File: config.mk
export PLATFORM = sky130hd
export DESIGN_NAME = reactive_energy_accumulator
export DESIGN_NICKNAME = d
export VERILOG_FILES = /design/src/reactive_energy_pkg.sv /design/src/reactive_energy_accumulator.sv
export VERILOG_INCLUDE_DIRS = /design/src /design/src/src
export SDC_FILE = /design/constraint.sdc
export NUM_CORES = 2
export LEC_CHECK = 0
export ABC_AREA = 1
export BUFFER_PORTS_ARGS = -buffer_cell sky130_fd_sc_hd__buf_2
export CORE_MARGIN = 1.5
export CORE_UTILIZATION = 26
export CTS_CLUSTER_SIZE = 10
export DETAILED_ROUTE_END_ITERATION = 6
export SLEW_MARGIN = 20
export SYNTH_ARGS = -nofsm -noshare
export SYNTH_HDL_FRONTEND = slang
export SYNTH_SLANG_ARGS = --single-unit
export TNS_END_PERCENT = 100
File: constraint.sdc
create_clock -name i_clk -period 220.6 [get_ports i_clk]
set_clock_uncertainty 0.15 [all_clocks]
set_input_delay 44.12 -clock i_clk [delete_from_list [all_inputs] [get_ports i_clk]]
set_output_delay 44.12 -clock i_clk [all_outputs]
set_load 0.005 [all_outputs]
File: src/reactive_energy_cfg.svh
// Purpose: offsets, field positions, reset values and timing counts
// Assumes: APB with 32-bit data, one aligned word per register
// Notes: definitions only
`ifndef REACTIVE_ENERGY_CFG_SVH
`define REACTIVE_ENERGY_CFG_SVH

// register byte addresses
`define ADDR_OFFSET_CH1     12'h000
`define ADDR_OFFSET_CH2     12'h004
`define ADDR_DIVIDER        12'h008
`define ADDR_CONTROL        12'h00c
`define ADDR_HALF_CYCLES    12'h010
`define ADDR_STATUS         12'h014
`define ADDR_MASK           12'h018
`define ADDR_READOUT        12'h01c
`define ADDR_READ_CLEAR     12'h020
`define ADDR_LINE_READOUT   12'h024

// widths and field positions
`define POWER_W             24
`define OFFSET_W            16
`define OFFSET_FRAC         7
`define CORR_W              32
`define ACC_INT_W           42
`define ACC_W               49
`define VISIBLE_W           24
`define VISIBLE_LSB         25
`define CONTROL_W           7
`define FLAG_W              5

// reset values
`define DIVIDER_RESET       8'h01
`define CONTROL_RESET       7'h00
`define MASK_RESET          5'h1f

// full scale 0x200000; thresholds 0.015%, 0.0075%, 0.0037% of it
`define FULL_SCALE          24'h200000
`define NOLOAD_T01          12'h13a
`define NOLOAD_T10          12'h09d
`define NOLOAD_T11          12'h04d

// accumulation period
`define CLK_PERIOD_PS       4000
`define SAMPLE_PERIOD_PS    230400000
`define SAMPLE_CYCLES       (`SAMPLE_PERIOD_PS / `CLK_PERIOD_PS)

`endif

File: src/reactive_energy_pkg.sv
// Purpose: types shared by the reactive energy block
// Assumes: constants come from reactive_energy_cfg.svh
// Notes: none
`include "reactive_energy_cfg.svh"

package reactive_energy_pkg;

	typedef enum logic [1:0] {
		MODE_SIGNED   = 2'b00,
		MODE_ABS      = 2'b01,
		MODE_POSITIVE = 2'b10,
		MODE_ABS_ALT  = 2'b11
	} accum_mode_type;

	typedef struct packed {
		logic           cycle_disable;
		logic           three_wire;
		logic [1:0]     noload_threshold;
		logic           sign_edge_select;
		accum_mode_type accum_mode;
	} control_type;

	typedef struct packed {
		logic cycle_end;
		logic overflow;
		logic half_full;
		logic noload;
		logic sign_change;
	} flag_type;

	typedef enum logic [2:0] {
		LINE_IDLE = 3'b001,
		LINE_WAIT = 3'b010,
		LINE_RUN  = 3'b100
	} line_state_type;

endpackage

File: src/reactive_energy_accumulator.sv
// Purpose: reactive power offset, sign, no-load and energy accumulation
// Assumes: filtered, gain-corrected channel power arrives synchronous
// Notes: registers over APB, one wait state per transfer
`timescale 1ns/1ps
`default_nettype none
`include "reactive_energy_cfg.svh"

// Notes on behaviour
// - two signed 16-bit offsets, one added per channel's filtered power
// - offset value 128 equals one filter output LSB
// - filter full scale is 0x200000, the no-load reference
// - power sign follows phase; positive 0 to +90, negative -90 to 0
// - edge select 0 fires positive-to-negative, 1 negative-to-positive
// - sign-change flag sticky until software writes zero to it
// - unmasked sign-change flag drives the sign-change interrupt
// - threshold code 00 off, 01 0.015%, 10 0.0075%, 11 0.0037%
// - power below enabled threshold is not accumulated
// - no-load flag set below threshold; unmasked it holds an interrupt
// - 42-bit signed accumulator, upper 24 bits visible
// - accumulator updated once every 230.4 us sample period
// - mode 00 signed, 01 and 11 absolute, 10 positive only
// - power divided by an 8-bit unsigned divider before accumulation
// - divider zero behaves as divider one
// - plain readout returns upper 24 bits, accumulator untouched
// - read-and-clear returns upper 24 bits then clears them
// - line-cycle readout captures energy synchronised to line cycles
// - overflow wraps to 0x800000 upward; underflow to maximum positive
// - half-full and overflow flags, each interrupting when unmasked
// - overflow time scales linearly with the divider value
// - signed mode adds positive, subtracts negative; default after reset
// - absolute mode accumulates magnitude, skipping no-load samples
// - half-cycle count write resets line readout; restart at crossing
module reactive_energy_accumulator
	import reactive_energy_pkg::*;
#(
	parameter int SAMPLE_CYCLES = `SAMPLE_CYCLES
) (
	// clock and reset
	input  wire logic                  i_clk,
	input  wire logic                  i_resetn,
	// apb slave
	input  wire logic                  i_psel,
	input  wire logic                  i_penable,
	input  wire logic                  i_pwrite,
	input  wire logic [11:0]           i_paddr,
	input  wire logic [31:0]           i_pwdata,
	output logic                       o_pready,
	output logic [31:0]                o_prdata,
	output logic                       o_pslverr,
	// filtered reactive power
	input  wire logic [`POWER_W-1:0]   i_react_ch1,
	input  wire logic [`POWER_W-1:0]   i_react_ch2,
	input  wire logic                  i_zero_cross,
	// interrupt requests
	output logic                       o_sign_change_irq,
	output logic                       o_noload_irq,
	output logic                       o_half_full_irq,
	output logic                       o_overflow_irq,
	output logic                       o_cycle_end_irq
);

	localparam int SW = $clog2(SAMPLE_CYCLES);

	// software registers
	logic [`OFFSET_W-1:0]  reactive_offset_ch1;
	logic [`OFFSET_W-1:0]  reactive_offset_ch2;
	logic [7:0]            reactive_energy_divider;
	control_type           control;
	logic [15:0]           half_cycle_count_reg;
	flag_type              flags;
	flag_type              mask;

	// datapath state
	logic [SW-1:0]         sample_count;
	logic [`ACC_W-1:0]     acc;
	logic [`ACC_W-1:0]     line_acc;
	logic [`VISIBLE_W-1:0] line_cycle_reactive_energy;
	logic [15:0]           line_count;
	line_state_type        line_state;
	logic                  prev_neg;
	logic                  prev_valid;

	// sample period divider
	wire sample_tick = (sample_count == SW'(SAMPLE_CYCLES - 1));

	always_ff @(posedge i_clk or negedge i_resetn) begin
		if (!i_resetn) begin
			sample_count <= '0;
		end else if (sample_tick) begin
			sample_count <= '0;
		end else begin
			sample_count <= sample_count + SW'(1);
		end
	end

	// apb decode
	wire apb_access  = i_psel & i_penable;
	wire apb_done    = apb_access & o_pready;
	wire apb_capture = apb_access & ~o_pready;
	wire wr          = apb_done & i_pwrite;
	wire rd_capture  = apb_capture & ~i_pwrite;

	wire sel_off1   = (i_paddr == `ADDR_OFFSET_CH1);
	wire sel_off2   = (i_paddr == `ADDR_OFFSET_CH2);
	wire sel_div    = (i_paddr == `ADDR_DIVIDER);
	wire sel_ctrl   = (i_paddr == `ADDR_CONTROL);
	wire sel_cycles = (i_paddr == `ADDR_HALF_CYCLES);
	wire sel_status = (i_paddr == `ADDR_STATUS);
	wire sel_mask   = (i_paddr == `ADDR_MASK);
	wire sel_read   = (i_paddr == `ADDR_READOUT);
	wire sel_rc     = (i_paddr == `ADDR_READ_CLEAR);
	wire sel_line   = (i_paddr == `ADDR_LINE_READOUT);
	wire sel_hit    = sel_off1 | sel_off2 | sel_div | sel_ctrl |
		sel_cycles | sel_status | sel_mask | sel_read | sel_rc |
		sel_line;

	wire read_clear = rd_capture & sel_rc;
	wire line_write = wr & sel_cycles;

	wire [`VISIBLE_W-1:0] visible = acc[`ACC_W-1:`VISIBLE_LSB];

	wire [31:0] read_mux =
		sel_off1   ? {16'h0000, reactive_offset_ch1} :
		sel_off2   ? {16'h0000, reactive_offset_ch2} :
		sel_div    ? {24'h000000, reactive_energy_divider} :
		sel_ctrl   ? {25'h0000000, control} :
		sel_cycles ? {16'h0000, half_cycle_count_reg} :
		sel_status ? {27'h0000000, flags} :
		sel_mask   ? {27'h0000000, mask} :
		sel_line   ? {8'h00, line_cycle_reactive_energy} :
		(sel_read | sel_rc) ? {8'h00, visible} :
		32'h00000000;

	always_ff @(posedge i_clk or negedge i_resetn) begin
		if (!i_resetn) begin
			o_pready  <= 1'b0;
			o_prdata  <= 32'h00000000;
			o_pslverr <= 1'b0;
		end else begin
			o_pready  <= apb_capture;
			o_prdata  <= rd_capture ? read_mux : 32'h00000000;
			o_pslverr <= apb_capture & ~sel_hit;
		end
	end

	// register writes
	always_ff @(posedge i_clk or negedge i_resetn) begin
		if (!i_resetn) begin
			reactive_offset_ch1     <= '0;
			reactive_offset_ch2     <= '0;
			reactive_energy_divider <= `DIVIDER_RESET;
			control                 <= `CONTROL_RESET;
			half_cycle_count_reg    <= 16'h0000;
			mask                    <= `MASK_RESET;
		end else if (wr) begin
			if (sel_off1)
				reactive_offset_ch1 <= i_pwdata[`OFFSET_W-1:0];
			if (sel_off2)
				reactive_offset_ch2 <= i_pwdata[`OFFSET_W-1:0];
			if (sel_div)
				reactive_energy_divider <= i_pwdata[7:0];
			if (sel_ctrl)
				control <= control_type'(i_pwdata[`CONTROL_W-1:0]);
			if (sel_cycles)
				half_cycle_count_reg <= i_pwdata[15:0];
			if (sel_mask)
				mask <= flag_type'(i_pwdata[`FLAG_W-1:0]);
		end
	end

	// offset correction, 7 fraction bits
	wire [`CORR_W-1:0] corr1 =
		{i_react_ch1[`POWER_W-1], i_react_ch1, 7'h00} +
		{{16{reactive_offset_ch1[15]}}, reactive_offset_ch1};
	wire [`CORR_W-1:0] corr2 =
		{i_react_ch2[`POWER_W-1], i_react_ch2, 7'h00} +
		{{16{reactive_offset_ch2[15]}}, reactive_offset_ch2};
	wire [`CORR_W:0] corr_sum =
		{corr1[`CORR_W-1], corr1} + {corr2[`CORR_W-1], corr2};
	wire [`CORR_W-1:0] power =
		control.three_wire ? corr_sum[`CORR_W:1] : corr1;

	// sign and magnitude
	wire               power_neg = power[`CORR_W-1];
	wire [`CORR_W-1:0] power_mag = power_neg ? (~power + 32'h1) : power;

	// no-load threshold relative to full scale
	wire [11:0] noload_level =
		(control.noload_threshold == 2'b01) ? `NOLOAD_T01 :
		(control.noload_threshold == 2'b10) ? `NOLOAD_T10 :
		(control.noload_threshold == 2'b11) ? `NOLOAD_T11 :
		12'h000;
	wire noload_on = (control.noload_threshold != 2'b00);
	wire below     = noload_on &
		(power_mag < {13'h0000, noload_level, 7'h00});

	// energy divider
	wire [7:0] div_eff = (reactive_energy_divider == 8'h00) ?
		8'h01 : reactive_energy_divider;
	wire [`CORR_W-1:0] quotient =
		power_mag / {24'h000000, div_eff};
	wire [`ACC_W-1:0] qext = {17'h00000, quotient};

	// accumulation mode selection
	logic [`ACC_W-1:0] delta;

	always_comb begin
		delta = '0;
		unique case (control.accum_mode)
			MODE_SIGNED: begin
				delta = power_neg ? (~qext + 49'h1) : qext;
			end
			MODE_ABS, MODE_ABS_ALT: begin
				delta = qext;
			end
			MODE_POSITIVE: begin
				delta = power_neg ? '0 : qext;
			end
		endcase
		if (below)
			delta = '0;
	end

	// main accumulator
	wire [`ACC_W-1:0] acc_base = read_clear ?
		{24'h000000, acc[`VISIBLE_LSB-1:0]} : acc;
	wire [`ACC_W-1:0] acc_sum = acc_base + delta;
	wire acc_over = sample_tick &
		(acc_base[`ACC_W-1] == delta[`ACC_W-1]) &
		(acc_sum[`ACC_W-1] != acc_base[`ACC_W-1]);
	wire half_before = acc_base[`ACC_W-1] ^ acc_base[`ACC_W-2];
	wire half_after  = acc_sum[`ACC_W-1] ^ acc_sum[`ACC_W-2];
	wire half_event  = sample_tick & ~acc_over & ~half_before &
		half_after;

	always_ff @(posedge i_clk or negedge i_resetn) begin
		if (!i_resetn) begin
			acc <= '0;
		end else if (sample_tick) begin
			acc <= acc_sum;
		end else if (read_clear) begin
			acc <= acc_base;
		end
	end

	// sign-change detection
	wire sign_event = sample_tick & prev_valid &
		(control.sign_edge_select ? (prev_neg & ~power_neg) :
		(~prev_neg & power_neg));

	always_ff @(posedge i_clk or negedge i_resetn) begin
		if (!i_resetn) begin
			prev_neg   <= 1'b0;
			prev_valid <= 1'b0;
		end else if (sample_tick) begin
			prev_neg   <= power_neg;
			prev_valid <= 1'b1;
		end
	end

	// line-cycle accumulation
	wire [`ACC_W-1:0] line_next = line_acc +
		(sample_tick ? delta : '0);
	wire [15:0] count_next = line_count + 16'h0001;
	wire cycle_done = (line_state == LINE_RUN) & i_zero_cross &
		~control.cycle_disable &
		(count_next == half_cycle_count_reg);
	wire line_reset = line_write & ~control.cycle_disable;

	always_ff @(posedge i_clk or negedge i_resetn) begin
		if (!i_resetn) begin
			line_state                 <= LINE_IDLE;
			line_acc                   <= '0;
			line_count                 <= 16'h0000;
			line_cycle_reactive_energy <= '0;
		end else if (line_reset) begin
			line_state                 <= LINE_WAIT;
			line_acc                   <= '0;
			line_count                 <= 16'h0000;
			line_cycle_reactive_energy <= '0;
		end else begin
			unique case (line_state)
				LINE_IDLE: begin
					line_acc <= '0;
				end
				LINE_WAIT: begin
					if (i_zero_cross)
						line_state <= LINE_RUN;
				end
				LINE_RUN: begin
					if (cycle_done) begin
						line_cycle_reactive_energy <=
							line_next[`ACC_W-1:`VISIBLE_LSB];
						line_acc   <= '0;
						line_count <= 16'h0000;
					end else begin
						line_acc <= line_next;
						if (i_zero_cross)
							line_count <= count_next;
					end
				end
				default: begin
					line_state <= LINE_IDLE;
				end
			endcase
		end
	end

	// sticky flags, written zero clears, a set wins
	flag_type events;
	flag_type keep;
	flag_type next_flags;

	assign events = '{
		cycle_end:   cycle_done,
		overflow:    acc_over,
		half_full:   half_event,
		noload:      sample_tick & below,
		sign_change: sign_event
	};
	assign keep = (wr & sel_status) ?
		flag_type'(i_pwdata[`FLAG_W-1:0]) : flag_type'(`MASK_RESET);
	assign next_flags = (flags & keep) | events;

	always_ff @(posedge i_clk or negedge i_resetn) begin
		if (!i_resetn) begin
			flags <= '0;
		end else begin
			flags <= next_flags;
		end
	end

	// interrupt requests from unmasked flags
	always_ff @(posedge i_clk or negedge i_resetn) begin
		if (!i_resetn) begin
			o_sign_change_irq <= 1'b0;
			o_noload_irq      <= 1'b0;
			o_half_full_irq   <= 1'b0;
			o_overflow_irq    <= 1'b0;
			o_cycle_end_irq   <= 1'b0;
		end else begin
			o_sign_change_irq <= next_flags.sign_change &
				~mask.sign_change;
			o_noload_irq      <= next_flags.noload &
				~mask.noload;
			o_half_full_irq   <= next_flags.half_full &
				~mask.half_full;
			o_overflow_irq    <= next_flags.overflow &
				~mask.overflow;
			o_cycle_end_irq   <= next_flags.cycle_end &
				~mask.cycle_end;
		end
	end

endmodule
`default_nettype wire

---- Word level (Yosys, flattened, before mapping) ----
Index checks and enable logic that the tools add are counted.
word-level totals
  bits in registers ....................... 263
  output and inout bits ................... 39
operators by class
  $add $sub $neg .......................... 9
  div/mod/pow operators ................... 1
  magnitude comparators ................... 1
  eq/ne operators ......................... 24
  mux-type cells .......................... 40
  bitwise gates (word level) .............. 58
  reductions and logical operators ........ 20
operators with widths
  cell                                             count
  2-to-1 mux 49 bit                                8
  2-to-1 mux 24 bit                                13
  case mux 49 bit (3 select lines)                 1
  adder 49 bit                                     2
  case mux 49 bit (2 select lines)                 1
  2-to-1 mux 32 bit                                3
  2-to-1 mux 16 bit                                5
  adder 31 x 16 -> 32 bit                          2
  adder 49 x 1 -> 49 bit (second input constant)   1
  NOT 32 -> 49 bit                                 1
  == test 12 x 5 -> 1 bit (second input constant)  4
  adder 32 x 32 -> 33 bit                          1
  adder 16 x 1 -> 16 bit (second input constant)   2
  adder 32 x 1 -> 32 bit (second input constant)   1
  divider 32 x 8 -> 32 bit                         1
  < comparator 32 x 16 -> 1 bit                    1
  NOT 32 bit                                       1
  bitwise AND 1 bit                                29
  == test 12 x 4 -> 1 bit (second input constant)  2
  == test 12 x 6 -> 1 bit (second input constant)  2
  AND reduction 2 bit                              9
  == test 16 bit                                   1
  == test 16 bit (second input constant)           1
  2-to-1 mux 8 bit                                 2
  other kinds (27)                                 59

---- Logic depth before layout (Yosys ltp) ----
  word-level depth ........................ 21
  gate-level depth with buffers ........... 589

---- Worst setup path before layout ----
No wires, ideal clock.
  path type ............................... input to register
  start point ............................. input i_react_ch1[0]
  end point ............................... register line_cycle_reactive_energy[22]
  arrival ................................. 121.268 ns
  data required time ...................... 220.309 ns
  setup slack ............................. 99.041 ns
  stages on the path ...................... 567
  buffers on the path ..................... 43
  path through ............................ ha_1 > inv_1 > fa_1 > inv_1 > nand3_1 > nand2_4 > nand2_2 > nand3_2 > nand2_1 > nand2_1 > nand2_1 > and2_1 > fa_1 > ha_1 > nand2_1 > inv_1 > nand2_1 > nand2_1 > [531 not listed] > and2_1 > nor2_1 > o21ai_0 > and2_1 > nor2_1 > o21ai_0 > inv_1 > o21ai_0 > inv_1 > o31ai_1 > nand2_1 > inv_1 > nor2_1 > o311ai_0 > nand4_1 > o211ai_1 > xor2_1 > o22ai_1
between the ends
  longest elaborated chain between the ends .. 17
RTL lines
  element                           line                                text
  from (decl)                       reactive_energy_accumulator.sv:51   input wire logic [`POWER_W-1:0] i_react_ch1,
  adder 31 x 16 -> 32 bit *         reactive_energy_accumulator.sv:173  {i_react_ch1[`POWER_W-1], i_react_ch1, 7'h00} +
  adder 32 x 32 -> 33 bit           reactive_energy_accumulator.sv:179  {corr1[`CORR_W-1], corr1} + {corr2[`CORR_W-1], corr2};
  2-to-1 mux 32 bit *               reactive_energy_accumulator.sv:181  control.three_wire ? corr_sum[`CORR_W:1] : corr1;
  NOT 32 bit                        reactive_energy_accumulator.sv:185  wire [`CORR_W-1:0] power_mag = power_neg ? (~power + 32'h1) : power;
  adder 32 x 1 -> 32 bit            reactive_energy_accumulator.sv:185
  2-to-1 mux 32 bit                 reactive_energy_accumulator.sv:185
  divider 32 x 8 -> 32 bit          reactive_energy_accumulator.sv:201  power_mag / {24'h000000, div_eff};
  NOT 32 -> 49 bit                  reactive_energy_accumulator.sv:211  delta = power_neg ? (~qext + 49'h1) : qext;
  adder 49 x 1 -> 49 bit            reactive_energy_accumulator.sv:211
  2-to-1 mux 49 bit                 reactive_energy_accumulator.sv:211
  case mux 49 bit (3 select lines)  reactive_energy_accumulator.sv:209  unique case (control.accum_mode)
  2-to-1 mux 49 bit *               reactive_energy_accumulator.sv:220  if (below)
  2-to-1 mux 49 bit *               reactive_energy_accumulator.sv:263  (sample_tick ? delta : '0);
  adder 49 bit *                    reactive_energy_accumulator.sv:262  wire [`ACC_W-1:0] line_next = line_acc +
  2-to-1 mux 24 bit *               reactive_energy_accumulator.sv:291  if (cycle_done) begin
  2-to-1 mux 24 bit *               reactive_energy_accumulator.sv:282  unique case (line_state)
  2-to-1 mux 24 bit *               reactive_energy_accumulator.sv:276  end else if (line_reset) begin
  to (signal assigned)              reactive_energy_accumulator.sv:292  line_cycle_reactive_energy <=
  to (decl)                         reactive_energy_accumulator.sv:77   logic [`VISIBLE_W-1:0] line_cycle_reactive_energy;
Mark *: on every way between the ends. The rest lies on a longest branch, timed or not. The select of a mux whose other input is x is not followed.
A chain may end at the register's enable or synchronous reset.

---- Worst setup path after layout ----
  start point ............................. input i_react_ch1[0]
  end point ............................... register line_acc[47]
between the ends
  longest elaborated chain between the ends .. 17
RTL lines
  element                             line                                text
  adder 31 x 16 -> 32 bit *           reactive_energy_accumulator.sv:173
  adder 32 x 32 -> 33 bit             reactive_energy_accumulator.sv:179
  2-to-1 mux 32 bit *                 reactive_energy_accumulator.sv:181
  NOT 32 bit                          reactive_energy_accumulator.sv:185
  adder 32 x 1 -> 32 bit              reactive_energy_accumulator.sv:185
  2-to-1 mux 32 bit                   reactive_energy_accumulator.sv:185
  divider 32 x 8 -> 32 bit            reactive_energy_accumulator.sv:201
  NOT 32 -> 49 bit                    reactive_energy_accumulator.sv:211
  adder 49 x 1 -> 49 bit              reactive_energy_accumulator.sv:211
  2-to-1 mux 49 bit                   reactive_energy_accumulator.sv:211
  case mux 49 bit (3 select lines)    reactive_energy_accumulator.sv:209
  2-to-1 mux 49 bit *                 reactive_energy_accumulator.sv:220
  2-to-1 mux 49 bit *                 reactive_energy_accumulator.sv:263
  adder 49 bit *                      reactive_energy_accumulator.sv:262
  2-to-1 mux 49 bit *                 reactive_energy_accumulator.sv:291
  case mux 49 bit (2 select lines) *  reactive_energy_accumulator.sv:282
  2-to-1 mux 49 bit *                 reactive_energy_accumulator.sv:276
  to (signal assigned)                reactive_energy_accumulator.sv:297  line_acc <= line_next;
  to (decl)                           reactive_energy_accumulator.sv:76   logic [`ACC_W-1:0] line_acc;
Mark *: on every way between the ends. The rest lies on a longest branch, timed or not.

==> results.toml <==
[timing]
worstMarginPinSlew_ns = 1.09
relSlewSlack_pct = 26.7
worst_slack_ns = 81.78
hold_viol_final = 0
setup_violations = 0
final_max_slew_viol_count = 0
timing.fmax_mhz = 7.20
fin_setup_tns_ns = 0
period_needed_ns = 138.82
rsz0062_at_grt = "false"
layout_worst_path_cycle_share_pct = 62.9

[status]
outcome = "finished, final reports clean"

[global_route]
grt_pass1_vias = 46844
grt_max_degree = 87
grt_pass1_wl_um = 257000
antenna_found_initial = 3
grt_util_all_layers_pct = 16.5
overflow = 0

[critical_path]
start_kind = "input port"
cp_common_cell = "nand2_1"
reg2reg_to = "line_acc[47]"
crit_slowest_cell = "nor2_1"
r2r_start = "reactive_offset_ch1[15]"
endpoint_kind = "flip-flop"
reg2reg_slack_ns = 124.67
max_stage_delay_ns = 0.84
worstPathMaxFanout = 42
r2r_cells = 516
worstSetupPathType = "in -> reg"
arrival_ns = 139.06
required_ns = 220.84

[clock_tree]
clk_pin_slew_ns = 0.06
numCtsBuffers = 35
ctsHoldBuffers = 0
tritoncts = "yes"
cts_setup_buffers = 0
clock_path_buffers = 3
clk_latency_ns = 0.57
cts_repair_resize_count = 0
cts_sinks = 263
clock-root-buffer = "clkbuf_16"
cts_max_level = 2

[flow_run]
cap_violations = 0

[route]
routed_wl_um = 163000
first_iter_violations = 3359
vias = 50018
drcViolationCount = 0
wl_per_cell_um = 15.6
first_pass_iters = 6
viasPerCell = 4.81
detail-route-antenna-nets = 0

[floorplanning]
die_w_um = 437
core_sq_um = 188000
row_count = 159
dieArea_sq_um = 191000
die_h_um = 437
ios = 137
start_util_pct = 26.1

[synthesis]
synth-seq-cells = 263
synth_edf_count = 0
async_reset_ff_share_pct = 100
yosysTopAreaCellShare_pct = 14.2
synth.area.top_cells = "nand2_1 14%, dfrtp_1 13%, ha_1 10%"
syn_area_sq_um = 49000
ys_warn_count = 0
ys_types = 94
ys_seq_area_share_pct = 13.4
synth_top_flop_cell = "dfrtp_1"
yosys.area.top_type = "nand2_1"
synthCells = 7822
syn_avg_cell_area_sq_um = 6.27

[placement]
port_buffers = 112
dpl_worst_slack_ns = 82.10
place_inst = 10329
globalplace.congestion = 0.929
hpwl_um = 134000

[final_layout]
fin_cells = 10391
fill_cells = 20979
seq_area_sq_um = 6590
multi_input_area_sq_um = 36200
final_util_pct = 28.3
area_growth_pct = 8.27
final_cell_mix = "1,859 x nand2_1, 1,161 x inv_1, 661 x nor2_1"
reg_top3 = "acc (49), line_acc (49)"
layout_commonest_cell = "nand2_1"
final_net_count = 8402
layout-drive-gt1-share_pct = 14.8
diodes = 0

[hold_path]
min-delay-start = "sample_count[0]"
hold_path_depth = 1
holdPathEnd = "sample_count[0]"
min_path_type = "reg -> reg"
worst max-delay path, delay by kind of cell:
kind / cells / cell delay, ns
xor+xnor: 1 / 0.25
fa+ha+maj: 38 / 12.80
compound gates: 161 / 32.96
simple gates: 230 / 36.91
buf+inv: 91 / 11.62
layer usage:
layer / part of all wire [%] / wire, um / GRT usage (%) / vias up
met1: 47 / 76300 / 22.3 / 23253
met2: 47 / 76600 / 28.7 / 1116
met5: 0 / 0 / 0 / -
li1: - / - / - / 25493
met3: 3.9 / 6270 / 1.08 / 156
met4: 2.1 / 3350 / 3.36 / 0
worst max-delay path by stage:
stage	startpoint	endpoint	slack, ns
floorplan	i_react_ch1[0]	line_cycle_reactive_energy[22]	99.04
global placement	i_react_ch1[0]	line_acc[47]	83.11
detailed placement	i_react_ch1[0]	line_acc[47]	82.10
CTS	i_react_ch1[0]	line_acc[47]	82.33
global route	i_react_ch1[0]	line_acc[47]	72.31
finish	i_react_ch1[0]	line_acc[47]	81.78
cell type report:
type	count	area share, %
multi-input combinational	6076	68.2
sequential	263	12.4
inverter	1340	9.74
tap	2495	5.88
clock buffer	55	1.90
timing repair buffer	155	1.68
clock inverter	7	0.189
cells in the mapped netlist (12+ instances only):
cell type,instances
o21bai_1,34
a21oi_1,366
xnor2_1,101
xor2_1,207
nand3b_1,39
and2_1,15
nor2_4,58
nand2_4,94
nand4_1,188
ha_1,404
nand3_4,33
o21ai_2,37
o21ai_1,41
a31oi_1,12
a21o_1,22
buf_6,26
or2_2,45
fa_1,29
o221ai_1,13
inv_1,1161
clkinv_2,16
buf_8,12
clkbuf_1,73
clkinv_1,36
o21ai_0,408
nand3_1,515
nand3_2,127
nor2_8,12
buf_4,12
nand2_1,1860
dfrtp_1,256
nor3_1,116
nor2_1,665
o22ai_1,80
nor2_2,112
o211ai_1,27
a211oi_1,14
inv_2,105
nor4_1,28
nand2_2,229
o2111ai_1,16
o31ai_1,19
logic make-up after synthesis:
logic type               share of synthesized area (%)
XOR/XNOR                                          5.50
multiplexers                                    0.0204
AND/OR/NAND/NOR                                   43.1
adder cells (fa/ha/maj)                           11.5
flip-flops                                        13.4
buffers and inverters                             12.9
other                                          0.00765
AO/OA/AOI/OAI                                     13.5
through the flow:
| step | hold slack, ns | instance area (sq um) |
|---|---|---|
| floorplan | 0.283 | 49100 |
| global placement | 0.295 | 52000 |
| finish | 0.309 | 53100 |
| global route | 0.348 | 53100 |
| CTS | 0.312 | 53100 |
| detailed placement | 0.305 | 52000 |
Power is left out: the tool's default activity adds up to more than one toggle a clock period on the data nets, which glitch-free logic cannot reach.
